File: config.mk
export PLATFORM = sky130hd
export DESIGN_NAME = crc32_calc_unit
export DESIGN_NICKNAME = d
export VERILOG_FILES = /design/src/rtl/crc32_calc_unit.v /design/src/rtl/crc_fold_step.v
export VERILOG_INCLUDE_DIRS = /design/src /design/src/rtl
export SDC_FILE = /design/constraint.sdc
export NUM_CORES = 1
export LEC_CHECK = 0
export BUFFER_PORTS_ARGS = -buffer_cell sky130_fd_sc_hd__buf_2
export CAP_MARGIN = 0
export CORE_MARGIN = 2
export CORE_UTILIZATION = 61
export DETAILED_ROUTE_END_ITERATION = 12
export GPL_TIMING_DRIVEN = 0
export HOLD_SLACK_MARGIN = 0.03
export PLACE_DENSITY = 0.78
export SYNTH_ARGS = -nofsm -noshare
export SYNTH_HDL_FRONTEND = slang
export SYNTH_HIERARCHICAL = 1
export SYNTH_SLANG_ARGS = --single-unit
File: constraint.sdc
create_clock -name pclk -period 19.4 [get_ports pclk]
set_input_delay 3.88 -clock pclk [delete_from_list [all_inputs] [get_ports pclk]]
set_output_delay 3.88 -clock pclk [all_outputs]
set_load 0.005 [all_outputs]
File: src/rtl/crc32_calc_unit_defs.vh
`ifndef CRC32_CALC_UNIT_DEFS_VH
`define CRC32_CALC_UNIT_DEFS_VH

// register byte offsets
`define OFS_CHECKSUM      8'h00
`define OFS_SCRATCH       8'h04
`define OFS_CONTROL       8'h08
`define OFS_SEED          8'h10
`define OFS_COEFF         8'h14

// reset values
`define RST_CHECKSUM      32'hffff_ffff
`define RST_SCRATCH       8'h00
`define RST_SEED          32'hffff_ffff
`define RST_COEFF         32'h04c1_1db7

// control register field positions
`define CTL_RESTART_BIT   0
`define CTL_WIDTH_LSB     3
`define CTL_WIDTH_MSB     4
`define CTL_IN_LSB        5
`define CTL_IN_MSB        6
`define CTL_OUT_BIT       7

// generator width select codes
`define WSEL_32           2'h0
`define WSEL_16           2'h1
`define WSEL_8            2'h2
`define WSEL_7            2'h3

// input bit flip select codes
`define IN_FLIP_NONE      2'h0
`define IN_FLIP_BYTE      2'h1
`define IN_FLIP_HALF      2'h2
`define IN_FLIP_WORD      2'h3

// input size codes
`define SIZE_BYTE         2'h0
`define SIZE_HALF         2'h1
`define SIZE_WORD         2'h2

// final xor value and cycles per calculation
`define FINAL_XOR         32'h0000_0000
`define CALC_CYCLES       3'h4

`endif

File: src/rtl/crc32_calc_unit.v
// How it works
// - divide mod 2 by writable coefficient
// - restart copies seed into checksum
// - restart bit write-only, self clearing
// - each calculation takes four clock cycles
// - data write feeds, data read returns result
// - first input uses seed, then accumulates
// - two-bit field selects input reversal
// - mirror bits inside 8/16/32 groups
// - optional whole-word mirror of result
// - no final xor on result
// - two-bit field selects generator width
// - scratch byte survives a restart
// - data byte/half/word, others word only
`timescale 1ns/1ps
`default_nettype none
`include "crc32_calc_unit_defs.vh"

module crc32_calc_unit (
    input  wire        pclk,
    input  wire        presetn,
    input  wire        psel,
    input  wire        penable,
    input  wire        pwrite,
    input  wire [7:0]  paddr,
    input  wire [31:0] pwdata,
    input  wire [3:0]  pstrb,
    output reg  [31:0] prdata,
    output reg         pready,
    output reg         pslverr
);

    // software visible state
    reg [31:0] checksum_value;      // running remainder
    reg [7:0]  scratch_byte;        // general purpose byte
    reg        output_bit_flip;     // mirror result on read
    reg [1:0]  input_bit_flip_sel;  // input reversal mode
    reg [1:0]  generator_width_sel; // generator width
    reg [31:0] seed_value;          // restart value
    reg [31:0] generator_coeff;     // generator coefficient

    // calculation engine state
    reg        busy;                // calculation running
    reg [2:0]  calc_cnt;            // cycle within calculation
    reg [2:0]  feed_bytes;          // bytes still meaningful
    reg [31:0] shift_in;            // input, left aligned

    // decode results of the current access
    reg        next_err;            // access refused
    reg [31:0] next_rdata;          // read value
    reg [31:0] lane_value;          // write data, right aligned
    reg [1:0]  lane_size;           // byte, half or word
    reg        lane_ok;             // legal strobe pattern
    reg [31:0] flipped_in;          // input after reversal
    reg [31:0] result_view;         // result as software sees it
    reg [2:0]  next_feed;           // byte count of the input
    reg [31:0] next_shift;          // left aligned input

    wire [31:0] step_out;           // remainder after one byte
    wire        access;             // access phase awaiting answer
    wire        wr_word;            // full word strobes

    assign access  = psel & penable & ~pready;
    assign wr_word = (pstrb == 4'hf);

    // mirror the bits inside each byte
    function [31:0] flip_bytes;
        input [31:0] v;
        integer k;
        begin
            for (k = 0; k < 32; k = k + 1) begin
                flip_bytes[k] = v[(k & 24) + 7 - (k & 7)];
            end
        end
    endfunction

    // mirror the bits inside each half word
    function [31:0] flip_halves;
        input [31:0] v;
        integer k;
        begin
            for (k = 0; k < 32; k = k + 1) begin
                flip_halves[k] = v[(k & 16) + 15 - (k & 15)];
            end
        end
    endfunction

    // mirror all 32 bits
    function [31:0] flip_word;
        input [31:0] v;
        integer k;
        begin
            for (k = 0; k < 32; k = k + 1) begin
                flip_word[k] = v[31 - k];
            end
        end
    endfunction

    // live remainder bits for a generator width
    function [31:0] width_mask;
        input [1:0] sel;
        begin
            case (sel)
                `WSEL_16: width_mask = 32'h0000_ffff;
                `WSEL_8:  width_mask = 32'h0000_00ff;
                `WSEL_7:  width_mask = 32'h0000_007f;
                default:  width_mask = 32'hffff_ffff;
            endcase
        end
    endfunction

    // one byte of the division per cycle
    crc_fold_step u_fold (
        .crc_in    (checksum_value),
        .data_in   (shift_in[31:24]),
        .coeff     (generator_coeff),
        .width_sel (generator_width_sel),
        .crc_out   (step_out)
    );

    // pick the written lane from the strobes
    always @* begin
        lane_value = 32'h0000_0000;
        lane_size  = `SIZE_WORD;
        lane_ok    = 1'b1;
        case (pstrb)
            4'h1: begin
                lane_value = {24'h00_0000, pwdata[7:0]};
                lane_size  = `SIZE_BYTE;
            end
            4'h2: begin
                lane_value = {24'h00_0000, pwdata[15:8]};
                lane_size  = `SIZE_BYTE;
            end
            4'h4: begin
                lane_value = {24'h00_0000, pwdata[23:16]};
                lane_size  = `SIZE_BYTE;
            end
            4'h8: begin
                lane_value = {24'h00_0000, pwdata[31:24]};
                lane_size  = `SIZE_BYTE;
            end
            4'h3: begin
                lane_value = {16'h0000, pwdata[15:0]};
                lane_size  = `SIZE_HALF;
            end
            4'hc: begin
                lane_value = {16'h0000, pwdata[31:16]};
                lane_size  = `SIZE_HALF;
            end
            4'hf: begin
                lane_value = pwdata;
            end
            default: begin
                // odd strobe patterns are refused
                lane_ok = 1'b0;
            end
        endcase
    end

    // reverse input; groups never exceed the input size
    always @* begin
        case (input_bit_flip_sel)
            `IN_FLIP_BYTE: begin
                flipped_in = flip_bytes(lane_value);
            end
            `IN_FLIP_HALF: begin
                if (lane_size == `SIZE_BYTE) begin
                    flipped_in = flip_bytes(lane_value);
                end else begin
                    flipped_in = flip_halves(lane_value);
                end
            end
            `IN_FLIP_WORD: begin
                if (lane_size == `SIZE_BYTE) begin
                    flipped_in = flip_bytes(lane_value);
                end else if (lane_size == `SIZE_HALF) begin
                    flipped_in = flip_halves(lane_value);
                end else begin
                    flipped_in = flip_word(lane_value);
                end
            end
            default: begin
                flipped_in = lane_value;
            end
        endcase
    end

    // left align input so the engine takes it msb first
    always @* begin
        case (lane_size)
            `SIZE_BYTE: begin
                next_feed  = 3'h1;
                next_shift = {flipped_in[7:0], 24'h00_0000};
            end
            `SIZE_HALF: begin
                next_feed  = 3'h2;
                next_shift = {flipped_in[15:0], 16'h0000};
            end
            default: begin
                next_feed  = 3'h4;
                next_shift = flipped_in;
            end
        endcase
    end

    // result as presented on read
    always @* begin
        result_view = (checksum_value & width_mask(generator_width_sel))
                      ^ `FINAL_XOR;
        if (output_bit_flip) begin
            result_view = flip_word(result_view);
        end
    end

    // address decode, read mux and refusal
    always @* begin
        next_err   = 1'b0;
        next_rdata = 32'h0000_0000;
        case (paddr)
            `OFS_CHECKSUM: begin
                next_rdata = result_view;
                next_err   = pwrite & ~lane_ok;
            end
            `OFS_SCRATCH: begin
                next_rdata = {24'h00_0000, scratch_byte};
                next_err   = pwrite & ~wr_word;
            end
            `OFS_CONTROL: begin
                // restart bit always reads zero
                next_rdata = {24'h00_0000, output_bit_flip,
                              input_bit_flip_sel, generator_width_sel,
                              3'h0};
                next_err   = pwrite & ~wr_word;
            end
            `OFS_SEED: begin
                next_rdata = seed_value;
                next_err   = pwrite & ~wr_word;
            end
            `OFS_COEFF: begin
                next_rdata = generator_coeff;
                next_err   = pwrite & ~wr_word;
            end
            default: begin
                // unmapped address
                next_err = 1'b1;
            end
        endcase
    end

    // registers, bus answer and calculation engine
    always @(posedge pclk or negedge presetn) begin
        if (!presetn) begin
            checksum_value      <= `RST_CHECKSUM;
            scratch_byte        <= `RST_SCRATCH;
            output_bit_flip     <= 1'b0;
            input_bit_flip_sel  <= `IN_FLIP_NONE;
            generator_width_sel <= `WSEL_32;
            seed_value          <= `RST_SEED;
            generator_coeff     <= `RST_COEFF;
            busy                <= 1'b0;
            calc_cnt            <= 3'h0;
            feed_bytes          <= 3'h0;
            shift_in            <= 32'h0000_0000;
            prdata              <= 32'h0000_0000;
            pready              <= 1'b0;
            pslverr             <= 1'b0;
        end else begin
            // answer lasts one cycle, read data shows only with it
            pready  <= 1'b0;
            pslverr <= 1'b0;
            prdata  <= 32'h0000_0000;
            if (busy) begin
                if (calc_cnt < feed_bytes) begin
                    checksum_value <= step_out;
                end
                shift_in <= {shift_in[23:0], 8'h00};
                calc_cnt <= calc_cnt + 3'h1;
                if (calc_cnt == `CALC_CYCLES - 3'h1) begin
                    busy <= 1'b0;
                end
            end
            // accesses wait while a calculation runs
            if (access && !busy) begin
                pready  <= 1'b1;
                pslverr <= next_err;
                prdata  <= pwrite ? 32'h0000_0000 : next_rdata;
                if (pwrite && !next_err) begin
                    case (paddr)
                        `OFS_CHECKSUM: begin
                            busy       <= 1'b1;
                            calc_cnt   <= 3'h0;
                            feed_bytes <= next_feed;
                            shift_in   <= next_shift;
                        end
                        `OFS_SCRATCH: begin
                            scratch_byte <= pwdata[7:0];
                        end
                        `OFS_CONTROL: begin
                            output_bit_flip     <= pwdata[`CTL_OUT_BIT];
                            input_bit_flip_sel  <=
                                pwdata[`CTL_IN_MSB:`CTL_IN_LSB];
                            generator_width_sel <=
                                pwdata[`CTL_WIDTH_MSB:`CTL_WIDTH_LSB];
                            if (pwdata[`CTL_RESTART_BIT]) begin
                                checksum_value <= seed_value;
                            end
                        end
                        `OFS_SEED: begin
                            seed_value <= pwdata;
                        end
                        `OFS_COEFF: begin
                            generator_coeff <= pwdata;
                        end
                        default: begin
                            // refused above
                        end
                    endcase
                end
            end
        end
    end

endmodule // crc32_calc_unit

`default_nettype wire

File: src/rtl/crc_fold_step.v
`timescale 1ns/1ps
`default_nettype none
`include "crc32_calc_unit_defs.vh"

// folds one byte, msb first, into the running remainder
module crc_fold_step (
    input  wire [31:0] crc_in,
    input  wire [7:0]  data_in,
    input  wire [31:0] coeff,
    input  wire [1:0]  width_sel,
    output reg  [31:0] crc_out
);

    reg [31:0] c;     // working remainder
    reg [31:0] m;     // mask of live remainder bits
    reg [4:0]  top;   // index of the remainder's top bit
    reg        fb;    // feedback bit
    integer    i;

    // live bits of the remainder for a generator width
    function [31:0] width_mask;
        input [1:0] sel;
        begin
            case (sel)
                `WSEL_16: width_mask = 32'h0000_ffff;
                `WSEL_8:  width_mask = 32'h0000_00ff;
                `WSEL_7:  width_mask = 32'h0000_007f;
                default:  width_mask = 32'hffff_ffff;
            endcase
        end
    endfunction

    // position of the top bit for a generator width
    function [4:0] top_bit;
        input [1:0] sel;
        begin
            case (sel)
                `WSEL_16: top_bit = 5'd15;
                `WSEL_8:  top_bit = 5'd7;
                `WSEL_7:  top_bit = 5'd6;
                default:  top_bit = 5'd31;
            endcase
        end
    endfunction

    // eight serial modulo 2 division steps, low coeff bits only
    always @* begin
        m   = width_mask(width_sel);
        top = top_bit(width_sel);
        c   = crc_in & m;
        fb  = 1'b0;
        for (i = 7; i >= 0; i = i - 1) begin
            fb = c[top] ^ data_in[i];
            c  = {c[30:0], 1'b0} & m;
            if (fb) begin
                c = c ^ (coeff & m);
            end
        end
        crc_out = c;
    end

endmodule // crc_fold_step

`default_nettype wire

== Word level (Yosys, flattened, before mapping) ==
Cells that the tools add are included.
Word-level totals
  bits in registers: 182
  input port bits: 49
  output and inout bits: 34
  logic and storage cells: 145
Cells by class
  $add $sub $neg: 1
  order comparisons: 2
  equality and inequality tests: 19
  mux-type cells: 61
  bitwise operators: 33
  reduce and logical (&&, ||, !) cells: 15
Operator list (number)
  32-bit two-way mux: 24
  32-bit AND: 10
  32-bit XOR: 8
  32-bit case mux with 7 select lines: 1
  32-bit case mux with 3 select lines: 2
  32-bit case mux with 5 select lines: 1
  32-bit case mux with 2 select lines: 1
  1-bit binary-select mux with 5-bit select: 8
  8-bit by 5-bit equality test with 1-bit output (second input constant): 2
  1-bit two-way mux: 16
  5-bit case mux with 3 select lines: 1
  3-bit AND reduction: 5
  4-bit equality test (second input constant): 3
  3-bit two-way mux: 4
  2-bit equality test (second input constant): 4
  4-bit by 2-bit equality test with 1-bit output (second input constant): 2
  8-bit by 3-bit equality test with 1-bit output (second input constant): 1
  8-bit by 4-bit equality test with 1-bit output (second input constant): 1
  8-bit zero test: 1
  4-bit OR reduction: 2
  1-bit XOR: 8
  7-bit OR reduction: 1
  2-bit by 1-bit equality test with 1-bit output (second input constant): 3
  5-bit by 6-bit less-than comparator with 1-bit output (second input constant): 1
  other kinds (14): 21

== Longest topological paths before layout ==
  depth after elaboration: 41
  depth in mapped cells: 32
  mapped depth without buffers: 27

== By module ==
Netlist, hierarchy kept.
Modules (own cells, without submodules)
  crc32_calc_unit: instances 1, cells an instance 1029, area each 10259.8 um2, sequential area each 4652.0 um2
  crc_fold_step: instances 1, cells an instance 997, area each 6406.1 um2, sequential area each 0.0 um2

== Least setup slack after synthesis ==
OpenSTA, ideal clock, no wires.
  path kind: reg2reg
  start: register checksum_value[31]
  end: register checksum_value[15]
  setup time: 0.079 ns
  data arrival time: 7.335 ns
  required time: 19.321 ns
  slack: 11.987 ns
  stages on the path, launching flop included: 30
  buffers on the path: 2
  cell sequence: dfstp_2 > xor2_1 > and2_1 > mux2i_1 > a211oi_1 > or4_1 > a31o_2 > a21oi_1 > o22a_2 > a221oi_2 > a211oi_2 > nor3_1 > or2_1 > buf_4 > nor4b_4 > o31a_2 > o21a_2 > o31ai_1 > nor4_1 > or4_1 > a21oi_1 > nor2_1 > a221o_1 > a2111oi_4 > a311oi_4 > buf_6 > a21oi_1 > mux2i_1 > mux2i_1 > o21ai_0
Between the ends
  cells in the longest elaborated chain, start to end: 39
  elaborated cells on any way between the ends: 53
RTL lines
  start, declared: line crc32_calc_unit.v:34  | reg [31:0] checksum_value;
  start signal, assigned: line crc32_calc_unit.v:254  | checksum_value <= `RST_CHECKSUM;
  start signal, assigned: line crc32_calc_unit.v:275  | checksum_value <= step_out;
  start signal, assigned: line crc32_calc_unit.v:306  | checksum_value <= seed_value;
  32-bit AND *: line crc_fold_step.v:50  | c = crc_in & m;
  1-bit binary-select mux with 5-bit select *: line crc_fold_step.v:53  | fb = c[top] ^ data_in[i];
  1-bit two-way mux (implied by the code) *: line crc_fold_step.v:53
  1-bit XOR *: line crc_fold_step.v:53
  32-bit two-way mux *: line crc_fold_step.v:55  | if (fb) begin
  1-bit binary-select mux with 5-bit select: line crc_fold_step.v:53
  1-bit two-way mux (implied by the code): line crc_fold_step.v:53
  1-bit XOR: line crc_fold_step.v:53
  (+24 left out)
  32-bit two-way mux *: line crc_fold_step.v:55
  via step_out[15]: line crc32_calc_unit.v:59  | wire [31:0] step_out;
  32-bit two-way mux *: line crc32_calc_unit.v:274  | if (calc_cnt < feed_bytes) begin
  32-bit two-way mux *: line crc32_calc_unit.v:273  | if (busy) begin
  32-bit two-way mux: line crc32_calc_unit.v:305  | if (pwdata[`CTL_RESTART_BIT]) begin
  32-bit two-way mux: line crc32_calc_unit.v:289  | case (paddr)
  32-bit two-way mux: line crc32_calc_unit.v:288  | if (pwrite && !next_err) begin
  32-bit two-way mux *: line crc32_calc_unit.v:284  | if (access && !busy) begin
Mark *: on every way through the listed nets, which the timed path passes. The rest lies on a longest branch. The select of a mux whose other input is x is not followed.
A chain may end at the register's enable or synchronous reset.

== Worst setup path after layout ==
  start: register generator_coeff[15]
  end: register checksum_value[6]
Between the ends
  cells in the longest elaborated chain, start to end: 37
  elaborated cells on any way between the ends: 51
RTL lines
  start, declared: line crc32_calc_unit.v:40  | reg [31:0] generator_coeff;
  start signal, assigned: line crc32_calc_unit.v:260  | generator_coeff <= `RST_COEFF;
  start signal, assigned: line crc32_calc_unit.v:313  | generator_coeff <= pwdata;
  32-bit AND *: line crc_fold_step.v:56  | c = c ^ (coeff & m);
  32-bit XOR: line crc_fold_step.v:56
  32-bit two-way mux: line crc_fold_step.v:55
  1-bit binary-select mux with 5-bit select: line crc_fold_step.v:53
  1-bit two-way mux (implied by the code): line crc_fold_step.v:53
  1-bit XOR: line crc_fold_step.v:53
  32-bit two-way mux: line crc_fold_step.v:55
  1-bit binary-select mux with 5-bit select: line crc_fold_step.v:53
  (+22 left out)
  32-bit two-way mux *: line crc_fold_step.v:55
  via step_out[6]: line crc32_calc_unit.v:59
  32-bit two-way mux *: line crc32_calc_unit.v:274
  32-bit two-way mux *: line crc32_calc_unit.v:273
  32-bit two-way mux: line crc32_calc_unit.v:305
  32-bit two-way mux: line crc32_calc_unit.v:289
  32-bit two-way mux: line crc32_calc_unit.v:288
  32-bit two-way mux *: line crc32_calc_unit.v:284
Marked as above.

==> impl.org <==
** Drt
- The detailed router placed 17,412 vias in this run.
- For this run, design rule violations remaining after detail routing come to 0.
- Total wirelength of the detailed-routed design :: 64,850 um
- The pre-antenna-repair detailed-routing pass consisted of 9 iterations.
- Routed vias/inst :: 7.027
- Dividing the detail-routed wire length by the instance count gives 26.17 um.
- The detailed router finished its first iteration with 2,946 violations.
- The detail route stage leaves a number of antenna-violating nets equal to 0.

** Logic synthesis
- Cell types occupying the most area after synthesis :: sky130_fd_sc_hd__dfrtp_1, sky130_fd_sc_hd__dfstp_2, sky130_fd_sc_hd__xnor2_1
- Proportion of synthesized area in mux cells :: 11.54%
- The synthesized design contains 0 enable-type register cells.
- Largest family of logic cells by synthesized area :: compound AO/OA/AOI/OAI gates
- The number of different library cells used by synthesis comes to 115.
- Most area-hungry cell type in the Yosys netlist :: sky130_fd_sc_hd__dfrtp_1
- Adder-Cell Fraction of Synth Area :: 0.3003%
- Most common library cells after synthesis :: sky130_fd_sc_hd__nand2_1, sky130_fd_sc_hd__xnor2_1, sky130_fd_sc_hd__nor2_1, sky130_fd_sc_hd__o21ai_0, sky130_fd_sc_hd__dfrtp_1
- Total standard cell area after synthesis :: 0.01667 mm^2
- Net count after synthesis :: 2,079
- Yosys top cell area share :: 15.62%
- By instance count, the leading cell after synthesis is sky130_fd_sc_hd__nand2_1.
- The most used flip-flop cell after synthesis is sky130_fd_sc_hd__dfrtp_1.
- Async set or reset register ratio after synthesis :: 100.0%
- The synthesized netlist devotes 21.36% of its cell area to compound gates.
- Synthesis produced 2,026 cells.
- Basic-gate share of the synthesized area counting and, or, nand and nor cells :: 20.95%
- Syn avg cell area :: 8.226 um^2
- Synthesis inferred 182 register bits.
- Yosys warnings :: 6
- Register area share after synthesis :: 27.91%
- The synthesized netlist devotes 12.65% of its cell area to XOR and XNOR gates.

** STA
- The final count of pins violating max slew is 0.
- Timing-limited maximum frequency :: 103.5 MHz
- Number of endpoints with negative hold slack in the final report :: 0
- Final critical-path share of the clock period :: 49.80%
- Worst hold slack :: 0.4886 ns
- At the pin with the least slew margin, the transition time is 1.296 ns.
- Setup TNS :: 0 ns
- Worst clock skew on the final layout :: 0.01222 ns
- The worst pin sits at a relative slew slack of 13.58%.
- Number of failing setup endpoints in the final timing report :: 0
- Post-route worst setup slack :: 9.739 ns
- Setup repair after global routing missed its margin :: no
- Min Clock Period, post-route :: 9.661 ns

** Setup path
- For the worst setup path, the data required time is 19.77 ns.
- Measured in cells, the most critical reg-to-reg path has a length of 30.
- At the worst endpoint, the arrival time is 10.03 ns.
- The worst setup path is launched from a register.
- The startpoint identified for the worst register-to-register timing path is generator_coeff[15]$_DFFE_PN0P_.
- Max Fanout on Critical Path :: 10
- Cell count along the critical path :: 30
- Reg-to-reg endpoint :: checksum_value[6]$_DFF_PN1_
- Kind of critical path :: reg -> reg
- In this design, the stage delay of the slowest critical-path cell is 0.56 ns.
- Grouping stages by cell kind, the critical path spends the most delay in compound AO/OA/AOI/OAI gates.
- Register-to-register setup slack :: 9.74 ns
- Critical path endpoint category :: register
- On the critical path, the stage with the largest delay is an instance of sky130_fd_sc_hd__a22oi_1.
- The critical path contains buffers and inverters numbering 5 combined.

** Global routing
- The number of antenna violations at the first check in global routing was 2.
- The first global-routing pass estimated 97,490 um of wire.
- Maximum number of pins on one net before global-route repair :: 114
- Global route overflow :: 0
- Via count of the first global-routing pass :: 16,326
- Total Routing Usage GR :: 44.86%

** Layout
- The filler cells instantiated in the layout total 2,242.
- Share of post-route cells with drive strength above 1 :: 18.22%
- Utilization after layout :: 67.66%
- Net count, final :: 2,175
- Layout area overhead :: 9.107%

** CTS
- Clock tree synthesis found a total of 182 sinks.
- In this run the clock root is driven by a sky130_fd_sc_hd__clkbuf_16.
- TritonCTS clock tree :: built
- Buffers inserted during clock tree synthesis total 17.
- Number of hold-repair buffers added at the cts stage :: 0
- Clock latency on the worst-skew pair, taken at its later pin, is 0.45 ns.
- After clock tree synthesis, the repair step resized 0 gates.
- Clock buffer depth :: 2
- Worst-path clk slew :: 0.09 ns
- Number of H-tree levels :: 4
- Postcts setup bufs :: 0

** Placement
- Before CTS, the worst setup slack after placement is 10.13 ns.
- Count of input and output buffers :: 76
- At the end of routability-driven placement, the weighted congestion stood at 1.021.
- The HPWL after detailed placement is 49,120 um.

** Worst hold path
- End of the worst hold path :: checksum_value[0]$_DFF_PN1_
- The startpoint identified for the worst hold timing path is seed_value[0]$_DFFE_PN1P_.
- The worst hold path belongs to the class reg -> reg.
- Hold Crit Depth :: 2

** Die
- Die area :: 0.02866 mm^2
- The floorplan step set the die height to 169.3 um.
- The initial utilization of the core area, before any placement, comes to 62.01%.
- Die X :: 169.3 um
- The floorplan has 60 rows.
- The core region is 0.02688 mm^2.
- For this design the top-level I/O count stands at 83.

** Pwr
- Overall power consumption after layout is estimated at 0.0008532 W.
- Power per Cell Area :: 46.92 mW/mm^2
- In this run the power spent charging and discharging nets is 0.0002609 W.
- Net switching is 30.58% of the power.
- For this design the static power due to leakage is 6.966 nW.
- Of the total power, combinational logic draws 9.5%.
- The internal power of the cells totals 0.0005923 W.
- IR drop worst, VDD :: 0.06377 mV
- The clock network is responsible for 45.4% of the overall power.
- Sequential cell fraction of total power :: 45.2%

** Run
- Max-cap violations in this run came to 0.

** Run status
- The run finished with clean final reports.
==> placed cells by master (no fill, tap or decap), types with 13 or more instances in the layout <==
cell type,count
sky130_fd_sc_hd__a222oi_1,23
sky130_fd_sc_hd__mux2_2,75
sky130_fd_sc_hd__nand3_1,55
sky130_fd_sc_hd__nor2b_1,15
sky130_fd_sc_hd__o21ai_1,18
sky130_fd_sc_hd__nor2_1,117
sky130_fd_sc_hd__nand4_1,14
sky130_fd_sc_hd__dfrtp_1,104
sky130_fd_sc_hd__mux2i_1,90
sky130_fd_sc_hd__xor2_1,42
sky130_fd_sc_hd__a211oi_1,23
sky130_fd_sc_hd__buf_1,13
sky130_fd_sc_hd__a22oi_1,21
sky130_fd_sc_hd__inv_1,25
sky130_fd_sc_hd__clkbuf_16,17
sky130_fd_sc_hd__buf_2,112
sky130_fd_sc_hd__o21ai_0,108
sky130_fd_sc_hd__a31oi_1,19
sky130_fd_sc_hd__o221ai_1,16
sky130_fd_sc_hd__dfstp_2,78
sky130_fd_sc_hd__nor3_1,23
sky130_fd_sc_hd__nand2_1,355
sky130_fd_sc_hd__a21oi_1,75
sky130_fd_sc_hd__clkbuf_1,102
sky130_fd_sc_hd__a221oi_1,14
sky130_fd_sc_hd__nor4_1,14
sky130_fd_sc_hd__nand2b_1,20
sky130_fd_sc_hd__o211ai_1,15
sky130_fd_sc_hd__and3_1,25
sky130_fd_sc_hd__and2_1,15
sky130_fd_sc_hd__nand3b_1,17
sky130_fd_sc_hd__xnor2_1,185
==> cell families after synthesis <==
family          count (synthesis)
fa+ha+maj                       4
compound gates                490
xor+xnor                      234
flops                         182
buf+inv                       204
simple gates                  735
mux                           177
==> metrics by stage <==
step,std cells,instance area [um^2]
global route,2476,18180
floorplan,2026,16670
global placement,2443,17470
detailed placement,2444,17510
CTS,2476,18180
finish,2478,18180
==> registers in the layout (all words and copies together), names as in the netlist <==
name	count
generator_width_sel	2
pready	1
prdata	32
checksum_value	32
calc_cnt	3
pslverr	1
busy	1
seed_value	32
output_bit_flip	1
shift_in	32
scratch_byte	8
input_bit_flip_sel	2
generator_coeff	32
feed_bytes	3
==> area by class of cell <==
class                   count  area (um^2)  share of cell area, %
clock inverters            15        242.7                  1.335
inverters                  32        120.1                 0.6606
flip-flops and latches    182         4652                  25.58
plain buffers             172        760.7                  4.184
repair buffers             77        417.9                  2.298
well taps                 341        426.7                  2.346
diodes                      2        5.005                0.02752
multi-input cells        1640        11130                  61.23
clock buffers              17        425.4                  2.340
==> power by group through the flow <==
stage                     Clock (W)  Sequential (W)  Combinational [W]
after detailed placement          0        0.000392          0.0000776
final                      0.000387        0.000385          0.0000809
after floorplan                   0        0.000391          0.0000403
after global placement            0        0.000392          0.0000754
after global routing       0.000400        0.000386          0.0000854
after CTS                  0.000384        0.000385          0.0000780
==> worst max path at each step <==
stage / start / endpoint / slack (ns)
2_1_floorplan: checksum_value[31]$_DFF_PN1_ / checksum_value[15]$_DFF_PN1_ / 11.99
3_3_place_gp: generator_width_sel[0]$_DFFE_PN0P_ / checksum_value[6]$_DFF_PN1_ / 10.31
3_5_place_dp: generator_width_sel[0]$_DFFE_PN0P_ / checksum_value[6]$_DFF_PN1_ / 10.13
4_1_cts: generator_width_sel[0]$_DFFE_PN0P_ / checksum_value[6]$_DFF_PN1_ / 10.06
5_1_grt: generator_coeff[15]$_DFFE_PN0P_ / checksum_value[6]$_DFF_PN1_ / 9.28
6_report: generator_coeff[15]$_DFFE_PN0P_ / checksum_value[6]$_DFF_PN1_ / 9.74
==> layer usage <==
metal  wire [um]  track usage (%)  up-vias
met1       24950            59.92     8319
met5           0                0        -
li1            -                -     7497
met3        8216            11.57      284
met2       27580            66.81     1312
met4        4103            24.19        0
==> worst register-to-register path: cells and delay by family, from the launching register on <==
| family | cells | cell delay [ns] |
|---|---|---|
| AOI/OAI and AO/OA | 14 | 4.30 |
| xor gates and xnor gates | 3 | 1.32 |
| buffers and inverters | 5 | 1.28 |
| DFF | 1 | 0.49 |
| muxes | 3 | 0.72 |
| and+or+nand+nor | 5 | 1.46 |
Note: power is estimated with default switching activity, not from simulation.
